## src/tpa_pkg.sv

```systemverilog
// Purpose: Constants, register map and helpers for the timer prescaler block
// Assumes: 8-bit register port, 20 MHz system clock
// Notes: Register offsets are word indices on the plain register port
package tpa_pkg;

   ////////////////////////////////////////////////////////////////////////////
   // Widths
   localparam int TPA_DW = 8;
   localparam int TPA_AW = 3;
   localparam int TPA_PS_W = 8;
   localparam int TPA_CNT_W = 16;

   ////////////////////////////////////////////////////////////////////////////
   // Register offsets
   localparam logic [TPA_AW-1:0] TPA_OFF_CTRL = 3'h0;
   localparam logic [TPA_AW-1:0] TPA_OFF_CNT_LO = 3'h1;
   localparam logic [TPA_AW-1:0] TPA_OFF_CNT_HI = 3'h2;
   localparam logic [TPA_AW-1:0] TPA_OFF_INTC = 3'h3;

   ////////////////////////////////////////////////////////////////////////////
   // Field positions of timer_control_reg
   localparam int TPA_CTRL_ON_BIT = 7;
   localparam int TPA_CTRL_MODE8_BIT = 6;
   localparam int TPA_CTRL_BYP_BIT = 3;
   localparam int TPA_CTRL_RATIO_MSB = 2;
   localparam int TPA_CTRL_RATIO_LSB = 0;

   // Field positions of interrupt_control_reg
   localparam int TPA_INTC_IE_BIT = 5;
   localparam int TPA_INTC_IF_BIT = 2;

   ////////////////////////////////////////////////////////////////////////////
   // Reset values and limits
   localparam logic [TPA_DW-1:0] TPA_CTRL_RST = 8'h00;
   localparam logic [TPA_DW-1:0] TPA_ZERO_BYTE = 8'h00;
   localparam logic [TPA_PS_W-1:0] TPA_PS_RST = 8'h00;
   localparam logic [TPA_CNT_W-1:0] TPA_CNT_RST = 16'h0000;
   localparam logic [7:0] TPA_CNT8_MAX = 8'hff;
   localparam logic [TPA_CNT_W-1:0] TPA_CNT16_MAX = 16'hffff;
   localparam logic [TPA_PS_W-1:0] TPA_PS_ONE = 8'h01;
   localparam logic [7:0] TPA_CNT8_ONE = 8'h01;
   localparam logic [TPA_CNT_W-1:0] TPA_CNT16_ONE = 16'h0001;

   ////////////////////////////////////////////////////////////////////////////
   // Ratio code to terminal mask: code n divides by 2^(n+1)
   function automatic logic [TPA_PS_W-1:0] tpa_ratio_mask(input logic [2:0] r);
      logic [8:0] m;
      m = (9'h002 << r) - 9'h001;
      return m[TPA_PS_W-1:0];
   endfunction

endpackage

```

## src/tpa_pre_if.sv

```systemverilog
// Purpose: Carries count source and settings to the prescaler, step back
// Assumes: Single clock domain
// Notes: ctl is the timer side, pre is the prescaler side
`timescale 1ns/10ps
interface tpa_pre_if;
   logic tick;
   logic clear;
   logic bypass;
   logic [2:0] ratio;
   logic inc;

   modport ctl (output tick, output clear, output bypass, output ratio, input inc);
   modport pre (input tick, input clear, input bypass, input ratio, output inc);
endinterface

```

## src/tpa_prescaler.sv

```systemverilog
// Purpose: 8-bit prescale counter dividing the timer count source
// Assumes: Tick is a one-cycle pulse synchronous to i_sys_clk
// Notes: Step output is combinational; the timer registers it
`timescale 1ns/10ps
module tpa_prescaler (
   input wire logic i_sys_clk,
   input wire logic i_rst,
   tpa_pre_if.pre pif
);
   import tpa_pkg::*;

   logic [TPA_PS_W-1:0] ps_q;
   logic [TPA_PS_W-1:0] term_mask;
   logic at_term;

   ////////////////////////////////////////////////////////////////////////////
   // Terminal count for the selected ratio
   assign term_mask = tpa_ratio_mask(pif.ratio);
   assign at_term = (ps_q & term_mask) == term_mask;

   // Prescale counter; no software view of it exists
   always_ff @(posedge i_sys_clk or posedge i_rst) begin
      if (i_rst) begin
         ps_q <= TPA_PS_RST;
      end else if (pif.clear) begin
         ps_q <= TPA_PS_RST;
      end else if (pif.tick && !pif.bypass) begin
         ps_q <= ps_q + TPA_PS_ONE;
      end
   end

   // Step the timer: raw source when bypassed, else once per period
   // A clear swallows the step so the new period starts clean
   assign pif.inc = pif.bypass ? pif.tick : (pif.tick && at_term && !pif.clear);
endmodule

```

## src/tpa_timer.sv

```systemverilog
// Purpose: Timer with assignable prescaler, register port and overflow irq
// Assumes: Strobes one cycle, never together; read data one cycle later
// Notes: Offsets 0..3; unmapped reads return zero, unmapped writes ignored
`timescale 1ns/10ps
module tpa_timer (
   input wire logic i_sys_clk,
   input wire logic i_rst,
   input wire logic i_count_tick,
   input wire logic [tpa_pkg::TPA_AW-1:0] i_addr,
   input wire logic [tpa_pkg::TPA_DW-1:0] i_wr_data,
   input wire logic i_wr_en,
   input wire logic i_rd_en,
   output logic [tpa_pkg::TPA_DW-1:0] o_rd_data,
   output logic o_irq,
   output logic o_overflow
);
   import tpa_pkg::*;

   ////////////////////////////////////////////////////////////////////////////
   // Declarations
   logic on_q;
   logic mode8_q;
   logic byp_q;
   logic [2:0] ratio_q;
   logic [TPA_CNT_W-1:0] cnt_q;
   logic ie_q;
   logic flag_q;
   logic [TPA_DW-1:0] rd_data_q;
   logic irq_q;
   logic ovf_q;
   logic wr_ctrl;
   logic wr_lo;
   logic wr_hi;
   logic wr_intc;
   logic rd_intc;
   logic wr_cnt;
   logic wrap;
   logic [TPA_DW-1:0] ctrl_byte;
   logic [TPA_DW-1:0] intc_byte;
   logic [TPA_DW-1:0] rd_mux;

   tpa_pre_if pif ();

   ////////////////////////////////////////////////////////////////////////////
   // Address decode
   assign wr_ctrl = i_wr_en && (i_addr == TPA_OFF_CTRL);
   assign wr_lo = i_wr_en && (i_addr == TPA_OFF_CNT_LO);
   assign wr_hi = i_wr_en && (i_addr == TPA_OFF_CNT_HI);
   assign wr_intc = i_wr_en && (i_addr == TPA_OFF_INTC);
   assign rd_intc = i_rd_en && (i_addr == TPA_OFF_INTC);
   assign wr_cnt = wr_lo || wr_hi;

   ////////////////////////////////////////////////////////////////////////////
   // Control register; writes are taken while running
   always_ff @(posedge i_sys_clk or posedge i_rst) begin
      if (i_rst) begin
         on_q <= TPA_CTRL_RST[TPA_CTRL_ON_BIT];
         mode8_q <= TPA_CTRL_RST[TPA_CTRL_MODE8_BIT];
         byp_q <= TPA_CTRL_RST[TPA_CTRL_BYP_BIT];
         ratio_q <= TPA_CTRL_RST[TPA_CTRL_RATIO_MSB:TPA_CTRL_RATIO_LSB];
      end else if (wr_ctrl) begin
         on_q <= i_wr_data[TPA_CTRL_ON_BIT];
         mode8_q <= i_wr_data[TPA_CTRL_MODE8_BIT];
         byp_q <= i_wr_data[TPA_CTRL_BYP_BIT];
         ratio_q <= i_wr_data[TPA_CTRL_RATIO_MSB:TPA_CTRL_RATIO_LSB];
      end
   end

   // Control byte as software sees it; unused bits read zero
   always_comb begin
      ctrl_byte = TPA_ZERO_BYTE;
      ctrl_byte[TPA_CTRL_ON_BIT] = on_q;
      ctrl_byte[TPA_CTRL_MODE8_BIT] = mode8_q;
      ctrl_byte[TPA_CTRL_BYP_BIT] = byp_q;
      ctrl_byte[TPA_CTRL_RATIO_MSB:TPA_CTRL_RATIO_LSB] = ratio_q;
   end

   ////////////////////////////////////////////////////////////////////////////
   // Prescaler hookup
   // A stopped timer feeds no ticks, so the prescaler holds as well
   assign pif.tick = i_count_tick && on_q;
   assign pif.clear = wr_cnt && !byp_q;
   assign pif.bypass = byp_q;
   assign pif.ratio = ratio_q;

   tpa_prescaler u_pre (
      .i_sys_clk (i_sys_clk),
      .i_rst (i_rst),
      .pif (pif)
   );

   ////////////////////////////////////////////////////////////////////////////
   // Wrap from all ones, width set by the mode bit
   // A count write in the same cycle beats the step, so no false wrap
   assign wrap = pif.inc && !wr_cnt && (mode8_q ? (cnt_q[7:0] == TPA_CNT8_MAX) : (cnt_q == TPA_CNT16_MAX));

   // Timer count; software writes beat a step in the same cycle
   // In 8-bit mode only the low byte counts, high byte stays put
   always_ff @(posedge i_sys_clk or posedge i_rst) begin
      if (i_rst) begin
         cnt_q <= TPA_CNT_RST;
      end else if (wr_lo) begin
         cnt_q[7:0] <= i_wr_data;
      end else if (wr_hi) begin
         cnt_q[15:8] <= i_wr_data;
      end else if (pif.inc) begin
         if (mode8_q) begin
            cnt_q[7:0] <= cnt_q[7:0] + TPA_CNT8_ONE;
         end else begin
            cnt_q <= cnt_q + TPA_CNT16_ONE;
         end
      end
   end

   ////////////////////////////////////////////////////////////////////////////
   // Interrupt enable
   always_ff @(posedge i_sys_clk or posedge i_rst) begin
      if (i_rst) begin
         ie_q <= 1'b0;
      end else if (wr_intc) begin
         ie_q <= i_wr_data[TPA_INTC_IE_BIT];
      end
   end

   // Sticky overflow flag; a wrap beats a clearing read or write
   always_ff @(posedge i_sys_clk or posedge i_rst) begin
      if (i_rst) begin
         flag_q <= 1'b0;
      end else if (wrap) begin
         flag_q <= 1'b1;
      end else if (rd_intc) begin
         flag_q <= 1'b0;
      end else if (wr_intc) begin
         flag_q <= i_wr_data[TPA_INTC_IF_BIT];
      end
   end

   always_comb begin
      intc_byte = TPA_ZERO_BYTE;
      intc_byte[TPA_INTC_IE_BIT] = ie_q;
      intc_byte[TPA_INTC_IF_BIT] = flag_q;
   end

   ////////////////////////////////////////////////////////////////////////////
   // Read mux; the prescale count has no address
   always_comb begin
      unique case (i_addr)
         TPA_OFF_CTRL: rd_mux = ctrl_byte;
         TPA_OFF_CNT_LO: rd_mux = cnt_q[7:0];
         TPA_OFF_CNT_HI: rd_mux = cnt_q[15:8];
         TPA_OFF_INTC: rd_mux = intc_byte;
         default: rd_mux = TPA_ZERO_BYTE;
      endcase
   end

   // Read data stand only in the cycle after the strobe
   always_ff @(posedge i_sys_clk or posedge i_rst) begin
      if (i_rst) begin
         rd_data_q <= TPA_ZERO_BYTE;
      end else if (i_rd_en) begin
         rd_data_q <= rd_mux;
      end else begin
         rd_data_q <= TPA_ZERO_BYTE;
      end
   end

   ////////////////////////////////////////////////////////////////////////////
   // Outputs; irq trails the flag by one cycle to stay registered
   always_ff @(posedge i_sys_clk or posedge i_rst) begin
      if (i_rst) begin
         irq_q <= 1'b0;
      end else begin
         irq_q <= flag_q && ie_q;
      end
   end

   always_ff @(posedge i_sys_clk or posedge i_rst) begin
      if (i_rst) begin
         ovf_q <= 1'b0;
      end else begin
         ovf_q <= wrap;
      end
   end

   assign o_rd_data = rd_data_q;
   assign o_irq = irq_q;
   assign o_overflow = ovf_q;
endmodule

```

## config.mk

```make
export PLATFORM = sky130hd
export DESIGN_NAME = tpa_timer
export DESIGN_NICKNAME = d
export VERILOG_FILES = /design/src/tpa_pkg.sv /design/src/tpa_pre_if.sv /design/src/tpa_prescaler.sv /design/src/tpa_timer.sv
export SDC_FILE = /design/constraint.sdc
export NUM_CORES = 1
export LEC_CHECK = 0
export ABC_AREA = 1
export ABC_CLOCK_PERIOD_IN_PS = 5700
export BUFFER_PORTS_ARGS = -buffer_cell sky130_fd_sc_hd__buf_4
export CAP_MARGIN = 20
export CORE_MARGIN = 2
export CORE_UTILIZATION = 35
export CTS_CLUSTER_DIAMETER = 120
export DETAILED_ROUTE_END_ITERATION = 7
export PLACE_DENSITY = 0.51
export SYNTH_ARGS = -nofsm -noshare
export SYNTH_HDL_FRONTEND = slang
export SYNTH_SLANG_ARGS = --single-unit
```

## constraint.sdc

```tcl
create_clock -name i_sys_clk -period 5.7 [get_ports i_sys_clk]
set_input_delay 0.57 -clock i_sys_clk [delete_from_list [all_inputs] [get_ports i_sys_clk]]
set_output_delay 0.57 -clock i_sys_clk [all_outputs]
set_load 0.01 [all_outputs]
```

Word level (Yosys, flattened, before mapping) --
Cells that the tools add are included.
Storage, ports and cells: bits in registers 42, latch bits 0, RAM bits 0, bits in read-only memories 0, input port bits 16, output and inout bits 10, logic and storage cells 66, memories kept 0
Cells by class: add/subtract/negate cells 4, multipliers 0, divide/modulo/power cells 0, magnitude comparators 0, equal/unequal tests 8, shift-type cells 1, mux-type cells 15, bitwise logic cells 2, reductions and logical operators 24
Operator list (count):
- two-way mux 8 bit | 8
- one-hot mux 8 bit (4 select lines) | 1
- adder 16 x 1 -> 16 bit (second input constant) | 1
- adder 8 x 1 -> 8 bit (second input constant) | 2
- == test 16 bit (second input constant) | 1
- two-way mux 16 bit | 1
- logical AND 1 bit | 13
- bitwise AND 8 bit | 1
- == test 8 bit | 1
- == test 8 bit (second input constant) | 1
- left shift 2 x 3 -> 8 bit (first input constant) | 1
- subtractor 8 x 1 -> 8 bit (second input constant) | 1
- == test 3 x 2 -> 1 bit (second input constant) | 2
- nonzero test 2 bit | 3
- two-way mux 1 bit | 5
- == test 3 x 1 -> 1 bit (second input constant) | 1
- zero test 1 bit | 3
- zero test 3 bit | 1
- AND reduction 3 bit | 1
- nonzero test 3 bit | 1
- != test 2 x 1 -> 1 bit (second input constant) | 1
- != test 2 bit (second input constant) | 1
- AND reduction 2 bit | 1
- logical OR 1 bit | 1
- inverter 1 bit | 1

Depth between registers and ports, before layout --
word-level depth 10, depth in mapped cells 18, depth with buffers taken out 16

Modules after synthesis --
From an unflattened synthesis, not the netlist that was laid out.
Second synthesis, totals: cells, all modules 393, area total of the unflattened synthesis 2708.8 µm²
By module, submodules not included:
- tpa_timer | times used 1, cells an instance 300, area an instance 2109.5 µm², seq. area each 850.8 µm²
- tpa_prescaler | times used 1, cells an instance 93, area an instance 599.3 µm², seq. area each 200.2 µm²

Least setup slack after synthesis --
No wires, ideal clock.
path kind register to register, start register ratio_q[2], in the netlist pif.ratio[2], end register cnt_q[7], setup time 123 ps, data arrival time 1770 ps, data required time 5577 ps, path slack 3807 ps, cell stages (with the launch flop) 17, path buffers 2, clock period less this slack 1893 ps, cells stage by stage dfrtp_1 -> buf_2 -> inv_2 -> nand3_1 -> ha_1 -> nor2_1 -> nor2_1 -> nand3_2 -> nor2_2 -> nand2_2 -> nand2_2 -> nand2_4 -> nand2_4 -> nand2_4 -> buf_12 -> nand2_2 -> o21ai_2
On the way: cells in the longest elaborated chain, start to end 9
Ends and longest elaborated chain:
- start: declaration | RTL line tpa_timer.sv:24 | logic [2:0] ratio_q;
- start signal: assignment | RTL line tpa_timer.sv:60 | ratio_q <= TPA_CTRL_RST[TPA_CTRL_RATIO_MSB:TPA_CTRL_RATIO_LSB];
- start signal: assignment | RTL line tpa_timer.sv:65 | ratio_q <= i_wr_data[TPA_CTRL_RATIO_MSB:TPA_CTRL_RATIO_LSB];
- left shift 2 x 3 -> 8 bit (*) | RTL line tpa_pkg.sv:48 | m = (9'h002 << r) - 9'h001;
- subtractor 8 x 1 -> 8 bit (*) | RTL line tpa_pkg.sv:48
- bitwise AND 8 bit | RTL line tpa_prescaler.sv:19 | assign at_term = (ps_q & term_mask) == term_mask;
- == test 8 bit (*) | RTL line tpa_prescaler.sv:19
- logical AND 1 bit (*) (2 in a row) | RTL line tpa_prescaler.sv:34 | assign pif.inc = pif.bypass ? pif.tick : (pif.tick && at_term && !pif.clear);
- two-way mux 1 bit (*) | RTL line tpa_prescaler.sv:34
- nonzero test 2 bit (no line) (*)
- AND reduction 2 bit (no line) (*)
- end signal: assignment | RTL line tpa_timer.sv:103 | cnt_q[7:0] <= i_wr_data;
- end signal: assignment | RTL line tpa_timer.sv:108 | cnt_q[7:0] <= cnt_q[7:0] + TPA_CNT8_ONE;
- end signal: assignment | RTL line tpa_timer.sv:110 | cnt_q <= cnt_q + TPA_CNT16_ONE;
- end: declaration | RTL line tpa_timer.sv:25 | logic [TPA_CNT_W-1:0] cnt_q;
Every way passes the cells marked *; elsewhere a longest branch is shown, timed or not. A chain may end at the register's enable or synchronous reset.

Worst setup path after layout --
start register ratio_q[2], in the netlist pif.ratio[2], end register cnt_q[11]
On the way: cells in the longest elaborated chain, start to end 9
Ends and longest elaborated chain:
- left shift 2 x 3 -> 8 bit (*) | RTL line tpa_pkg.sv:48
- subtractor 8 x 1 -> 8 bit (*) | RTL line tpa_pkg.sv:48
- bitwise AND 8 bit | RTL line tpa_prescaler.sv:19
- == test 8 bit (*) | RTL line tpa_prescaler.sv:19
- logical AND 1 bit (*) (2 in a row) | RTL line tpa_prescaler.sv:34
- two-way mux 1 bit (*) | RTL line tpa_prescaler.sv:34
- nonzero test 2 bit (no line) (*)
- AND reduction 3 bit (no line) (*)
- end signal: assignment | RTL line tpa_timer.sv:105 | cnt_q[15:8] <= i_wr_data;
- end signal: assignment | RTL line tpa_timer.sv:110
Marked as above.

==> results.ini <==
[pwr]
vdd_drop_max_mv = 0.137
p_leak_nw = 1.55
p_per_area_mw_per_mm2 = 317
finalPower_mw = 0.933

[synthesis]
yosys_warnings = 0
ys_types = 33
netlist_top_cells_area = dfrtp_1, nand2_1, inv_1
netlist_instances = 360
syn_area_per_cell_um2 = 7.19
syn_nets = 379
netlist_area_mm2 = 0.00259
seq_area_frac_synth_pct = 40.6
yosys.area.top_type = dfrtp_1
synth_top_area_share_pct = 40.6
synth-seq-cells = 42

[global_routing]
grt_pass1_wl_mm = 11.1
grt_max_degree = 43
grt-ovfl-total = 0
grtUsageTotal_pct = 17.1
grt_pass1_vias = 2171
antenna_found_initial = 0

[routing]
num_vias = 2309
drc_errors = 0
vias_per_cell = 4.75
first_iter_violations = 130
wirelength_mm = 6.45
wire_per_inst_um = 13.3
dr.pass1.iters = 6
ant_nets = 0

[timing]
setup_tns_ns = 0
final_hold_viol_count = 0
worst-slew-pin-transition_ns = 0.534
fin_ws_ns = 3.48
relSlewSlack_pct = 64.3
drv_slew = 0
max_freq_ghz = 0.451
grt_setup_unrepaired = no
setup_viol = 0
period_needed_ns = 2.22
clock_skew_ns = 0.00940
finalCritPeriodShare_pct = 38.9

[setup_path]
worstPathMaxFanout = 9
r2r-end = cnt_q[11]
path_cells = inv_2 > nand2_1 > ha_1 > inv_1 > nand3_1 > nand2_1 > nand2_1 > nand2_2 > nor2_2 > nand2_2 > nand2_2 > nand3_2 > nand2_2 > nand2_2 > nand2_1 > nand2_1
reg2reg_depth = 16
required_ns = 5.88
crit_path_start_kind = flop
rrSetupSlack_ns = 3.48
path_buf_inv = 2
critPathArrivalTime_ns = 2.40
cpPeakStageDelay_ns = 0.53
r2r-start = pif.ratio[2]
end_kind = flop
crit_slowest_cell = dfrtp_1
critical-path-top-delay-family = simple AND/OR/NAND/NOR gates
critPathKind = reg -> reg

[job]
cap_violations = 0

[cells_and_area]
area_delta_synth_final_pct = 13.8
final_common_cell = nand2_1
final_layout_size_suffix_gt1_share_pct = 15.2
final_util_pct = 40.8
regArea_mm2 = 0.00105
fill_cells = 798
n_antenna_cell = 0
multi_input_area_mm2 = 0.00129
final_cell_count_no_fill = 486
final_cell_mix = nand2_1, inv_1, dfrtp_1
nets = 406

[clock_network]
cts_resized = 0
root_buffer = clkbuf_8
h-tree-depth = 2
clkLatencyLatePin_ns = 0.30
cts_tree = done
cts_buffers = 5
cts_hold_buf = 0
clock_sinks = 42
clk_pin_slew_worst_paths_ns = 0.08
ctsLongestPathBuffers = 2
post_cts_buffers = 0

[placement]
place_ws_ns = 3.31
gp_congestion = 0.868
dp_hpwl_mm = 4.99
io_buffers = 25
dp_cells = 479

[floorplan]
rows = 31
start_util_pct = 35.9
die-width_um = 90.0
dieArea_mm2 = 0.00810
coreArea_mm2 = 0.00721
io_pins = 26
dieHeight_um = 90.0

[status]
outcome = finished, final reports clean

[min_path]
hold_class = in -> async

==> routing by layer <==
layer / GRT usage, % / vias to the layer above / share of wire (%)
li1: - / 1196 / -
met1: 26.0 / 1051 / 52
met2: 25.1 / 56 / 42
met3: 3.27 / 6 / 5.4
met4: 3.85 / 0 / 1.0
met5: 0 / - / 0
==> tightest hold or removal path, stage by stage <==
cell and delay, ns:
buf_4 0.11, clkinv_1 0.03, buf_4 0.45
==> metrics by stage <==
step	hold WS (ns)	cell area, um^2
5_1_grt	0.484	2950
3_3_place_gp	0.485	2870
4_1_cts	0.420	2950
2_1_floorplan	0.449	2590
3_5_place_dp	0.493	2870
6_report	0.403	2950
==> logic make-up (layout without fill, tap and decap cells) <==
group / Yosys count / in the layout / synth area share (%)
compound gates: 53 / 53 / 12.1
xor+xnor: 7 / 7 / 2.37
fa+ha+maj: 3 / 3 / 1.45
buf+inv: 62 / 89 / 9.67
flops: 42 / 42 / 40.6
mux: 1 / 1 / 0.435
simple gates: 192 / 192 / 33.4
==> cell usage after synthesis (all sizes together) <==
cell,n
o211ai,1
nand4,4
clkbuf,4
nand3b,1
a221oi,2
buf,2
ha,3
o221ai,2
o22ai,3
xor2,3
nand2,113
a21oi,4
mux2,1
dfrtp,42
o21a,1
nand3,35
inv,56
a31oi,3
nor3,4
xnor2,4
o21ai,35
a22oi,1
nor2,35
a21o,1
==> cell type report <==
class,count,area share [%]
multi-input combinational,256,43.7
sequential,42,35.7
inverter,56,7.14
timing repair buffer,26,6.63
tap,99,4.21
clock buffer,5,2.34
clock inverter,2,0.340
==> worst max-delay path by stage <==
stage	startpoint	to	cells past startpoint
after global placement	i_addr[1]	cnt_q[15]	14
after detailed placement	i_addr[1]	cnt_q[11]	14
after floorplan	pif.ratio[2]	cnt_q[7]	16
final	pif.ratio[2]	cnt_q[11]	16
after CTS	pif.ratio[2]	cnt_q[11]	16
after global routing	pif.ratio[0]	cnt_q[11]	14
==> power breakdown <==
part	internal, mW	switching (mW)
Combinational	0.118	0.180
Sequential	0.366	0.0885
Clock	0.0822	0.0984
Total	0.566	0.367
==> sequential cells by signal, summed over array words and instances (netlist names) <==
signal and flops:
flag_q 1, o_rd_data 8, ie_q 1, byp_q 1, pif.ratio 3, o_irq 1, cnt_q 16, o_overflow 1
on_q 1, u_pre.ps_q 8, mode8_q 1
Note: power is estimated with default switching activity, not from simulation.
